**src/hw/dbfs_pkg.sv**
```systemverilog
// How it works
// - Current trip ends on-time until next cycle
// - First trip loads counter one, sets flag
// - Seventeen trips overflow: shutdown, good low
// - Hiccup waits eight soft-start periods
// - After wait clear fault, soft-start again
// - Overflow during retry repeats hiccup
// - Over-temperature shuts both channels down
// - Temperature recovered restarts with soft-start
// - Boot undervoltage gives 400 ns pull-down
// - Enable one high, two floating: one first
// - Enable two high, one floating: two first
// - Both enables high start together
// - Sync falling edge starts switching cycle
// - Channel frequency is half sync frequency
// - Frequency pin at rail gives 500 kHz
// - Enable rise starts 2 ms soft-start
// - Good flag low when off, starting, low
package dbfs_pkg;
    // =========================================================
    // Timing
    // =========================================================
    localparam int CLK_HZ         = 25_000_000;
    localparam int CLK_NS         = 40;
    localparam int BOOT_PULSE_NS  = 400;
    localparam int BOOT_PULSE_CYC = (BOOT_PULSE_NS + CLK_NS - 1) / CLK_NS;
    localparam int SS_TIME_US     = 2000;
    localparam int SS_CYC_DEF     = SS_TIME_US * (CLK_HZ / 1_000_000);
    localparam int DEF_FREQ_HZ    = 500_000;
    localparam int DEF_PER_CYC    = CLK_HZ / DEF_FREQ_HZ;
    localparam int OC_OVF_COUNT   = 17;
    localparam int HICCUP_SS      = 8;
    localparam logic [4:0] OC_FIRST = 5'h01;
    localparam logic [4:0] OC_RST   = 5'h00;
    localparam int SS_W           = 20;
    localparam int PER_W          = 6;
    localparam int BOOT_W         = 4;

    // =========================================================
    // Channel states
    // =========================================================
    typedef enum logic [2:0] {
        DBFS_OFF,
        DBFS_WAIT,
        DBFS_SOFT,
        DBFS_RUN,
        DBFS_HICCUP
    } dbfs_state_t;
endpackage : dbfs_pkg

```
**src/hw/dbfs_chan.sv**
```systemverilog
`timescale 1ns/10ps
module dbfs_chan
    import dbfs_pkg::*;
#(
    parameter int SS_CYC = SS_CYC_DEF
)(
    // Clock and reset
    input  wire logic i_clk_sys,
    input  wire logic i_nrst,
    // Control
    input  wire logic i_go,
    input  wire logic i_hot,
    input  wire logic i_cyc_start,
    // Analog status, synchronised
    input  wire logic i_ilim,
    input  wire logic i_out_ok,
    input  wire logic i_boot_low,
    // Outputs
    output logic      o_switch_on,
    output logic      o_pull_down,
    output logic      o_soft_start,
    output logic      o_good,
    output logic      o_oc_fault
);
    import dbfs_pkg::*;

    dbfs_state_t       state_q, state_d;
    logic [SS_W-1:0]   ss_cnt_q;
    logic [3:0]        hic_cnt_q;
    logic [4:0]        oc_cnt_q;
    logic              oc_flag_q;
    logic              trip_cyc_q;
    logic              sw_q;
    logic [BOOT_W-1:0] boot_cnt_q;
    logic              pd_q;
    logic              good_q;

    wire ss_done  = (ss_cnt_q == SS_W'(SS_CYC - 1));
    wire switching = (state_q == DBFS_SOFT) || (state_q == DBFS_RUN);
    wire trip     = switching && sw_q && i_ilim;
    wire overflow = i_cyc_start && trip_cyc_q
                    && (oc_cnt_q == 5'(OC_OVF_COUNT));
    wire hic_done = ss_done && (hic_cnt_q == 4'(HICCUP_SS - 1));

    // =========================================================
    // Channel sequence
    // =========================================================
    always_comb
    begin
        state_d = state_q;
        case (state_q)
            DBFS_OFF:
                if (i_go && !i_hot) state_d = DBFS_SOFT;
            DBFS_SOFT:
                if (ss_done) state_d = DBFS_RUN;
            DBFS_HICCUP:
                if (hic_done) state_d = DBFS_SOFT;
            default:
                state_d = state_q;
        endcase
        if (switching && overflow)
            state_d = DBFS_HICCUP;
        if (!i_go || i_hot)
            state_d = DBFS_OFF;
    end

    always_ff @(posedge i_clk_sys)
    begin
        if (!i_nrst)
            state_q <= DBFS_OFF;
        else
            state_q <= state_d;
    end

    // =========================================================
    // Soft-start and hiccup timers
    // =========================================================
    always_ff @(posedge i_clk_sys)
    begin
        if (!i_nrst || state_d != state_q)
        begin
            ss_cnt_q  <= '0;
            hic_cnt_q <= '0;
        end
        else if (ss_done)
        begin
            ss_cnt_q  <= '0;
            hic_cnt_q <= hic_cnt_q + 4'h1;
        end
        else
            ss_cnt_q <= ss_cnt_q + SS_W'(1);
    end

    // =========================================================
    // Overcurrent counting
    // =========================================================
    always_ff @(posedge i_clk_sys)
    begin
        if (!i_nrst || !switching)
        begin
            oc_cnt_q   <= OC_RST;
            oc_flag_q  <= 1'b0;
            trip_cyc_q <= 1'b0;
        end
        else if (i_cyc_start)
        begin
            trip_cyc_q <= 1'b0;
            if (!trip_cyc_q)
            begin
                oc_cnt_q  <= OC_RST;
                oc_flag_q <= 1'b0;
            end
        end
        else if (trip && !trip_cyc_q)
        begin
            trip_cyc_q <= 1'b1;
            oc_flag_q  <= 1'b1;
            oc_cnt_q   <= oc_flag_q ? oc_cnt_q + 5'h01
                                    : OC_FIRST;
        end
    end

    // =========================================================
    // Power switch
    // =========================================================
    always_ff @(posedge i_clk_sys)
    begin
        if (!i_nrst || !switching || overflow || i_hot)
            sw_q <= 1'b0;
        else if (i_cyc_start)
            sw_q <= 1'b1;
        else if (i_ilim)
            sw_q <= 1'b0;
    end

    // =========================================================
    // Boot refresh pulse
    // =========================================================
    always_ff @(posedge i_clk_sys)
    begin
        if (!i_nrst)
        begin
            boot_cnt_q <= '0;
            pd_q       <= 1'b0;
        end
        else if (boot_cnt_q != '0)
        begin
            boot_cnt_q <= boot_cnt_q - BOOT_W'(1);
            pd_q       <= (boot_cnt_q != BOOT_W'(1));
        end
        else if (i_boot_low && !sw_q)
        begin
            boot_cnt_q <= BOOT_W'(BOOT_PULSE_CYC);
            pd_q       <= 1'b1;
        end
        else
            pd_q <= 1'b0;
    end

    // =========================================================
    // Output good flag
    // =========================================================
    always_ff @(posedge i_clk_sys)
    begin
        if (!i_nrst)
            good_q <= 1'b0;
        else
            good_q <= (state_d == DBFS_RUN) && i_out_ok;
    end

    assign o_switch_on  = sw_q;
    assign o_pull_down  = pd_q;
    assign o_soft_start = (state_q == DBFS_SOFT);
    assign o_good       = good_q;
    assign o_oc_fault   = (state_q == DBFS_HICCUP);
endmodule : dbfs_chan

```
**src/hw/dbfs_top.sv**
```systemverilog
`timescale 1ns/10ps
module dbfs_top
    import dbfs_pkg::*;
#(
    parameter int SS_CYC = SS_CYC_DEF
)(
    // Clock and reset
    input  wire logic i_clk_sys,
    input  wire logic i_nrst,
    // Board enables, sensed as driven high and floating
    input  wire logic i_first_channel_enable_high,
    input  wire logic i_first_channel_enable_float,
    input  wire logic i_second_channel_enable_high,
    input  wire logic i_second_channel_enable_float,
    // Frequency and sync
    input  wire logic i_frequency_set_pin_at_rail,
    input  wire logic i_external_sync_input,
    // Analog comparators, per channel except the shared thermal pair
    input  wire logic [1:0] i_ilim_trip,
    input  wire logic [1:0] i_output_above_90,
    input  wire logic [1:0] i_boot_low,
    input  wire logic       i_over_temp,
    input  wire logic       i_temp_recovered,
    // Power stage controls
    output logic [1:0] o_switch_node_on,
    output logic [1:0] o_switch_node_pull_down,
    output logic [1:0] o_soft_start,
    output logic [1:0] o_output_good_flag,
    output logic [1:0] o_oc_fault,
    output logic       o_thermal_shutdown
);
    import dbfs_pkg::*;

    // =========================================================
    // Input synchronisers
    // =========================================================
    localparam int NIN = 14;
    wire [NIN-1:0] raw = {i_first_channel_enable_high,
        i_first_channel_enable_float, i_second_channel_enable_high,
        i_second_channel_enable_float, i_frequency_set_pin_at_rail,
        i_external_sync_input, i_ilim_trip, i_output_above_90,
        i_boot_low, i_over_temp, i_temp_recovered};
    logic [NIN-1:0] s1_q, s2_q;
    always_ff @(posedge i_clk_sys)
    begin
        if (!i_nrst)
        begin
            s1_q <= '0;
            s2_q <= '0;
        end
        else
        begin
            s1_q <= raw;
            s2_q <= s1_q;
        end
    end
    wire       en1_hi  = s2_q[13];
    wire       en1_fl  = s2_q[12];
    wire       en2_hi  = s2_q[11];
    wire       en2_fl  = s2_q[10];
    wire       fs_rail = s2_q[9];
    wire       sync    = s2_q[8];
    wire [1:0] ilim    = s2_q[7:6];
    wire [1:0] ok90    = s2_q[5:4];
    wire [1:0] bootl   = s2_q[3:2];
    wire       hot_in  = s2_q[1];
    wire       cool    = s2_q[0];

    // =========================================================
    // Thermal shutdown with recovery latch
    // =========================================================
    logic hot_q;
    always_ff @(posedge i_clk_sys)
    begin
        if (!i_nrst)
            hot_q <= 1'b0;
        else if (hot_in)
            hot_q <= 1'b1;
        else if (cool)
            hot_q <= 1'b0;
    end

    // =========================================================
    // Switching cycle timing
    // =========================================================
    logic sync_d_q, sync_tog_q, sync_seen_q;
    logic [PER_W-1:0] per_q;
    wire sync_fall = sync_d_q && !sync;
    wire osc_tick  = (per_q == PER_W'(DEF_PER_CYC - 1));
    always_ff @(posedge i_clk_sys)
    begin
        if (!i_nrst)
        begin
            sync_d_q    <= 1'b0;
            sync_tog_q  <= 1'b0;
            sync_seen_q <= 1'b0;
            per_q       <= '0;
        end
        else
        begin
            sync_d_q <= sync;
            per_q    <= osc_tick ? '0 : per_q + PER_W'(1);
            if (sync_fall)
            begin
                sync_seen_q <= 1'b1;
                sync_tog_q  <= !sync_tog_q;
            end
        end
    end
    // Alternate sync edges feed the two channels out of phase
    wire [1:0] cyc_start = sync_seen_q
        ? {sync_fall && sync_tog_q, sync_fall && !sync_tog_q}
        : {2{osc_tick && fs_rail}};

    // =========================================================
    // Start order
    // =========================================================
    wire both_fl = en1_fl && en2_fl;
    wire [1:0] go;
    assign go[0] = !both_fl && (en1_hi
                   || (en1_fl && en2_hi && ok90[1]));
    assign go[1] = !both_fl && (en2_hi
                   || (en2_fl && en1_hi && ok90[0]));

    // =========================================================
    // Channels
    // =========================================================
    genvar g;
    generate
        for (g = 0; g < 2; g++)
        begin : g_ch
            logic sw, pd, ss, pg, oc;
            dbfs_chan #(.SS_CYC(SS_CYC)) u_ch (
                .i_clk_sys    (i_clk_sys),
                .i_nrst       (i_nrst),
                .i_go         (go[g]),
                .i_hot        (hot_q),
                .i_cyc_start  (cyc_start[g]),
                .i_ilim       (ilim[g]),
                .i_out_ok     (ok90[g]),
                .i_boot_low   (bootl[g]),
                .o_switch_on  (sw),
                .o_pull_down  (pd),
                .o_soft_start (ss),
                .o_good       (pg),
                .o_oc_fault   (oc)
            );
            always_ff @(posedge i_clk_sys)
            begin
                if (!i_nrst)
                begin
                    o_switch_node_on[g]        <= 1'b0;
                    o_switch_node_pull_down[g] <= 1'b0;
                    o_soft_start[g]            <= 1'b0;
                    o_output_good_flag[g]      <= 1'b0;
                    o_oc_fault[g]              <= 1'b0;
                end
                else
                begin
                    o_switch_node_on[g]        <= sw && !ilim[g];
                    o_switch_node_pull_down[g] <= pd;
                    o_soft_start[g]            <= ss;
                    o_output_good_flag[g]      <= pg;
                    o_oc_fault[g]              <= oc;
                end
            end
        end
    endgenerate

    always_ff @(posedge i_clk_sys)
    begin
        if (!i_nrst)
            o_thermal_shutdown <= 1'b0;
        else
            o_thermal_shutdown <= hot_q;
    end
endmodule : dbfs_top

```
**config.mk**
```make
export PLATFORM = sky130hd
export DESIGN_NAME = dbfs_top
export DESIGN_NICKNAME = d
export VERILOG_FILES = /design/src/hw/dbfs_pkg.sv /design/src/hw/dbfs_chan.sv /design/src/hw/dbfs_top.sv
export SDC_FILE = /design/constraint.sdc
export NUM_CORES = 1
export LEC_CHECK = 0
export BUFFER_PORTS_ARGS = -buffer_cell sky130_fd_sc_hd__buf_2
export CELL_PAD_IN_SITES_DETAIL_PLACEMENT = 1
export CELL_PAD_IN_SITES_GLOBAL_PLACEMENT = 2
export CORE_ASPECT_RATIO = 0.9
export CORE_MARGIN = 4
export CORE_UTILIZATION = 35
export DETAILED_ROUTE_END_ITERATION = 6
export PLACE_DENSITY = 0.81
export SLEW_MARGIN = 25
export SYNTH_ARGS = -nofsm -noshare
export SYNTH_HDL_FRONTEND = slang
export SYNTH_SLANG_ARGS = --single-unit
```
**constraint.sdc**
```tcl
create_clock -name i_clk_sys -period 2.1 [get_ports i_clk_sys]
set_input_delay 0.315 -clock i_clk_sys [delete_from_list [all_inputs] [get_ports i_clk_sys]]
set_output_delay 0.315 -clock i_clk_sys [all_outputs]
set_load 0.05 [all_outputs]
```
==> results.txt <==
----------------------------------------------------
[Status]
  Outcome ... finished with violations
  Violated checks ... negative setup slack

[Route]
  Number of DRC violations after detailed-routing iteration 0 ... 227
  Uppermost metal layer occupied by signal nets ... met4
  Drt pass-1 iters ... 5
  Number of remaining DRC errors ... 0
  Met1 WL ... 6904 um
  Average wire length per cell after detail routing ... 17.04 um
  Post-route antenna net violation count ... 0
  Total length of routed met2 wires ... 7544 um
  Detailed-route vias per instance ... 5.200
  Via count ... 4,644
  WL met3 ... 488 um
  Routed WL ... 15,220 um

[STA]
  Fin. Hold Viols ... 0
  Setup ws final ... -43.57 ps
  Setup violators final ... 16
  Final worst hold slack ... 102.5 ps
  RSZ-0062 raised after global routing ... yes
  Number of slew-limit violations in the final report ... 0
  Worst-case headroom to the max-slew limit ... 67.96%
  Maximum clock rate ... 466.5 MHz
  Worst setup skew after layout ... 8.339 ps
  Actual transition at the worst max-transition pin ... 476.1 ps
  Period utilisation layout ... 102.1%
  Shortest clock period the worst path allows after layout ... 2144 ps

[GRT]
  Wire length of the first global-routing pass ... 24,290 um
  Largest net degree at the start of global routing ... 25
  Initial antenna violation count ... 0
  Number of global-route vias before repair ... 4,878
  Remaining global-route overflow ... 0
  Global Route Usage Sum ... 16.79%

[Synthesis]
  Share of the synthesized area in compound gates (AO/OA/AOI/OAI) ... 9.374%
  Main combinational cell family by area after synthesis ... simple AND/OR/NAND/NOR gates
  Largest cells by area after synthesis ... sky130_fd_sc_hd__dfxtp_1 (47%), sky130_fd_sc_hd__xnor2_1 (5.2%), sky130_fd_sc_hd__nor3_1 (5.0%)
  Synth Net Count ... 630
  Most used standard cell by instance count after synthesis ... sky130_fd_sc_hd__dfxtp_1
  Count of flip-flops with a built-in enable after synthesis ... 0
  Post-Synth XOR/XNOR Area ... 7.274%
  Top cell type by total area after synthesis ... sky130_fd_sc_hd__dfxtp_1
  Post-synthesis cell count ... 600
  Synthesis Warnings ... 0
  Commonest cells post-synth ... sky130_fd_sc_hd__dfxtp_1 (131), sky130_fd_sc_hd__nor3_1 (55), sky130_fd_sc_hd__nor2_1 (51)
  Flip-flop and latch count after synthesis ... 131
  FFs w/ async S/R, synth ... 0%
  Synth cell types ... 61
  Post-Synthesis Cell Area ... 5539 um2
  Area share of fa/ha/maj cells after synthesis ... 3.162%
  Part of the Yosys area used for sequential elements ... 47.35%
  Post-synthesis mux area share ... 0.3614%
  Avg Synthesized Cell Area ... 9.232 um2
  Most common flop cell mapped by yosys ... sky130_fd_sc_hd__dfxtp_1
  Area fraction in and, or, nand and nor cells after synthesis ... 29.14%
  Area share of the leading cell type in the synthesized netlist ... 47.35%

[Layout]
  Number of antenna cells inserted ... 0
  Final non-filler cell total ... 893
  Post-route cell area ... 7266 um2
  Layout Area Growth over Synthesis ... 31.17%
  Number of nets in the finished design ... 709
  Share of final-layout standard cells stronger than drive strength 1 ... 24.60%

[CTS]
  Clock Sink Count ... 131
  Number of buffers created by CTS ... 17
  CTS H-Tree Depth ... 4
  # hold bufs at CTS ... 0
  Worst-Skew Late Latency ... 420 ps
  CTS tree ... built
  Clk Tree Root Cell ... sky130_fd_sc_hd__clkbuf_16
  Clock edge transition at the registers on the reported setup and hold paths ... 60 ps
  Clk buf depth ... 2

[Worst setup path]
  Signal arrival time at the worst endpoint ... 2500 ps
  R2R setup slack ... -40 ps
  Critical path fanouts, max ... 6
  Crit path capture type ... flip-flop
  Element type at the critical path start ... flip-flop
  Number of cells traversed by the worst register-to-register path ... 9
  CP required ... 2450 ps
  R2r endpoint ... g_ch[0].u_ch.oc_cnt_q[4]$_SDFFE_PP0P_
  Type of the worst setup path ... reg -> reg
  RR Startpoint ... per_q[1]$_SDFF_PP0_

[Floorplanning]
  Placeable core region ... 15,440 um2
  Die Span X ... 140.6 um
  Initial core utilization ... 35.87%
  Total Die Area ... 17,910 um2
  Chip Height ... 127.3 um
  Placement row count ... 43
  Ports placed on the boundary ... 27

[Min path]
  Class of the worst hold path ... in -> reg
  Capture endpoint of the worst hold path ... s1_q[4]$_SDFF_PN0_
  Hold path startpoint ... i_output_above_90[0]
  Worst hold stages ... 2

[Power and ir drop]
  IR Drop Worst-Case VDD ... 0.6671 mV
  Leakage ... 2.674 nW
  Tot Pwr ... 6.813 mW
  Power density cells ... 937.7 nW/um2

[Placed design]
  Port bufs ... 26
  Post-placement worst setup slack ... -109.2 ps
  Detailed-placement wirelength estimate ... 9659 um
  Area of placed instances ... 6181 um2
  Routability-driven placement congestion ratio ... 0.8296
  Number of instances in the placed design ... 850

[Flow run]
  Number of max-cap violations ... 0

----------------------------------------------------
[worst max-delay path: stages (launching register included)]
cell,delay (ps)
sky130_fd_sc_hd__dfxtp_2,320
sky130_fd_sc_hd__inv_2,60
sky130_fd_sc_hd__ha_4,110
sky130_fd_sc_hd__or3b_4,390
sky130_fd_sc_hd__buf_6,130
sky130_fd_sc_hd__o21ai_4,210
sky130_fd_sc_hd__buf_6,140
sky130_fd_sc_hd__o21bai_4,80
sky130_fd_sc_hd__or4_4,490
sky130_fd_sc_hd__a21oi_2,150
[power breakdown]
| part | switching (mW) | leakage [nW] | internal [mW] | total (mW) |
|---|---|---|---|---|
| Clock | 1.12 | 0.318 | 2.29 | 3.41 |
| Sequential | 0.0977 | 1.07 | 2.62 | 2.72 |
| Combinational | 0.407 | 1.29 | 0.278 | 0.685 |
[stage by stage]
step	utilization (%)	TNS, ps
2_1_floorplan	-	-633.6
3_3_place_gp	40.03	0
3_5_place_dp	40.03	-1413
4_1_cts	44.67	-6.642
5_1_grt	47.05	-3478
6_report	47.05	-267.3
[metal layers]
layer | vias up | track usage (%)
met5 | - | 0
met4 | 0 | 5.584
met3 | 22 | 4.566
met2 | 66 | 28.60
met1 | 2277 | 20.63
li1 | 2279 | -
[kinds of logic (layout without fill, tap and decap cells)]
family,after synthesis,count (layout)
AO/OA/AOI/OAI,71,71
buffers and inverters,40,131
flip-flops,131,131
AND/OR/NAND/NOR,296,296
multiplexers,2,2
XOR/XNOR,46,46
adder cells (fa/ha/maj),14,14
[registers in the layout, summed over array words and instances (netlist names), 2 cells and up]
signal and cells:
g_ch.u_ch.state_q 6, s1_q 14, g_ch.u_ch.trip_cyc_q 2, g_ch.u_ch.oc_flag_q 2, g_ch.u_ch.o_pull_down 2, g_ch.u_ch.boot_cnt_q 8, o_switch_node_on 2, o_soft_start 2
o_output_good_flag 2, g_ch.u_ch.o_switch_on 2, g_ch.u_ch.ss_cnt_q 40, s2_q 14, g_ch.u_ch.oc_cnt_q 10, per_q 6, g_ch.u_ch.hic_cnt_q 8, o_oc_fault 2
o_switch_node_pull_down 2, g_ch.u_ch.o_good 2
[cell type report]
type                       count  area [um2]
clock buffer                  19       452.9
clock inverter                12       227.7
fill                        1718        8175
inverter                      21       78.83
multi-input combinational    429        2977
sequential                   131        2625
tap                          202       252.7
timing repair buffer          79       651.9
[what timing repair did]
action	4_1_cts	5_1_grt
pin swaps	3	26
endpoints found under the setup margin	51	56
setup buffers	2	4
gates resized for setup	5	52
cloned	0	6
[worst max path at each step]
stage                              from                                     end  slack (ps)  cells past startpoint
finish              per_q[1]$_SDFF_PP0_   g_ch[0].u_ch.oc_cnt_q[4]$_SDFFE_PP0P_         -40                      9
global route        per_q[1]$_SDFF_PP0_   g_ch[0].u_ch.oc_cnt_q[1]$_SDFFE_PP0P_        -110                     10
detailed placement  per_q[1]$_SDFF_PP0_   g_ch[0].u_ch.oc_cnt_q[4]$_SDFFE_PP0P_        -110                      8
CTS                 per_q[1]$_SDFF_PP0_     g_ch[1].u_ch.ss_cnt_q[7]$_SDFF_PP0_          -3                      8
floorplan           per_q[1]$_SDFF_PP0_  g_ch[1].u_ch.hic_cnt_q[3]$_SDFFE_PP0P_         -30                      9
global placement    per_q[1]$_SDFF_PP0_     g_ch[0].u_ch.ss_cnt_q[6]$_SDFF_PP0_           2                      9
[cells in the final DEF (no fill, tap or decap), types with 4 or more instances in the layout]
master,netlist,routed
sky130_fd_sc_hd__dfxtp_1,131,129
sky130_fd_sc_hd__nor2_1,51,51
sky130_fd_sc_hd__buf_4,0,39
sky130_fd_sc_hd__nand2_1,37,37
sky130_fd_sc_hd__nor3_1,55,37
sky130_fd_sc_hd__and2_1,36,36
sky130_fd_sc_hd__xnor2_1,33,33
sky130_fd_sc_hd__nand3_1,27,26
sky130_fd_sc_hd__buf_2,4,26
sky130_fd_sc_hd__inv_1,21,20
sky130_fd_sc_hd__clkbuf_16,0,20
sky130_fd_sc_hd__a21oi_1,21,16
sky130_fd_sc_hd__nor3_2,1,15
sky130_fd_sc_hd__nor4_1,16,14
sky130_fd_sc_hd__and3_1,14,14
sky130_fd_sc_hd__xor2_1,13,13
sky130_fd_sc_hd__ha_1,14,12
sky130_fd_sc_hd__nand4_1,9,9
sky130_fd_sc_hd__a31oi_1,9,8
sky130_fd_sc_hd__or3_1,8,7
sky130_fd_sc_hd__buf_6,4,7
sky130_fd_sc_hd__nand2b_1,6,6
sky130_fd_sc_hd__nor2b_1,6,6
sky130_fd_sc_hd__o21ai_0,6,6
sky130_fd_sc_hd__bufinv_16,0,6
sky130_fd_sc_hd__a21oi_2,0,5
sky130_fd_sc_hd__a211oi_1,6,5
sky130_fd_sc_hd__and4_1,4,4
sky130_fd_sc_hd__nor3_4,0,4
sky130_fd_sc_hd__or4_4,0,4
sky130_fd_sc_hd__clkinvlp_4,0,4
(Power assumes the default switching activity.)
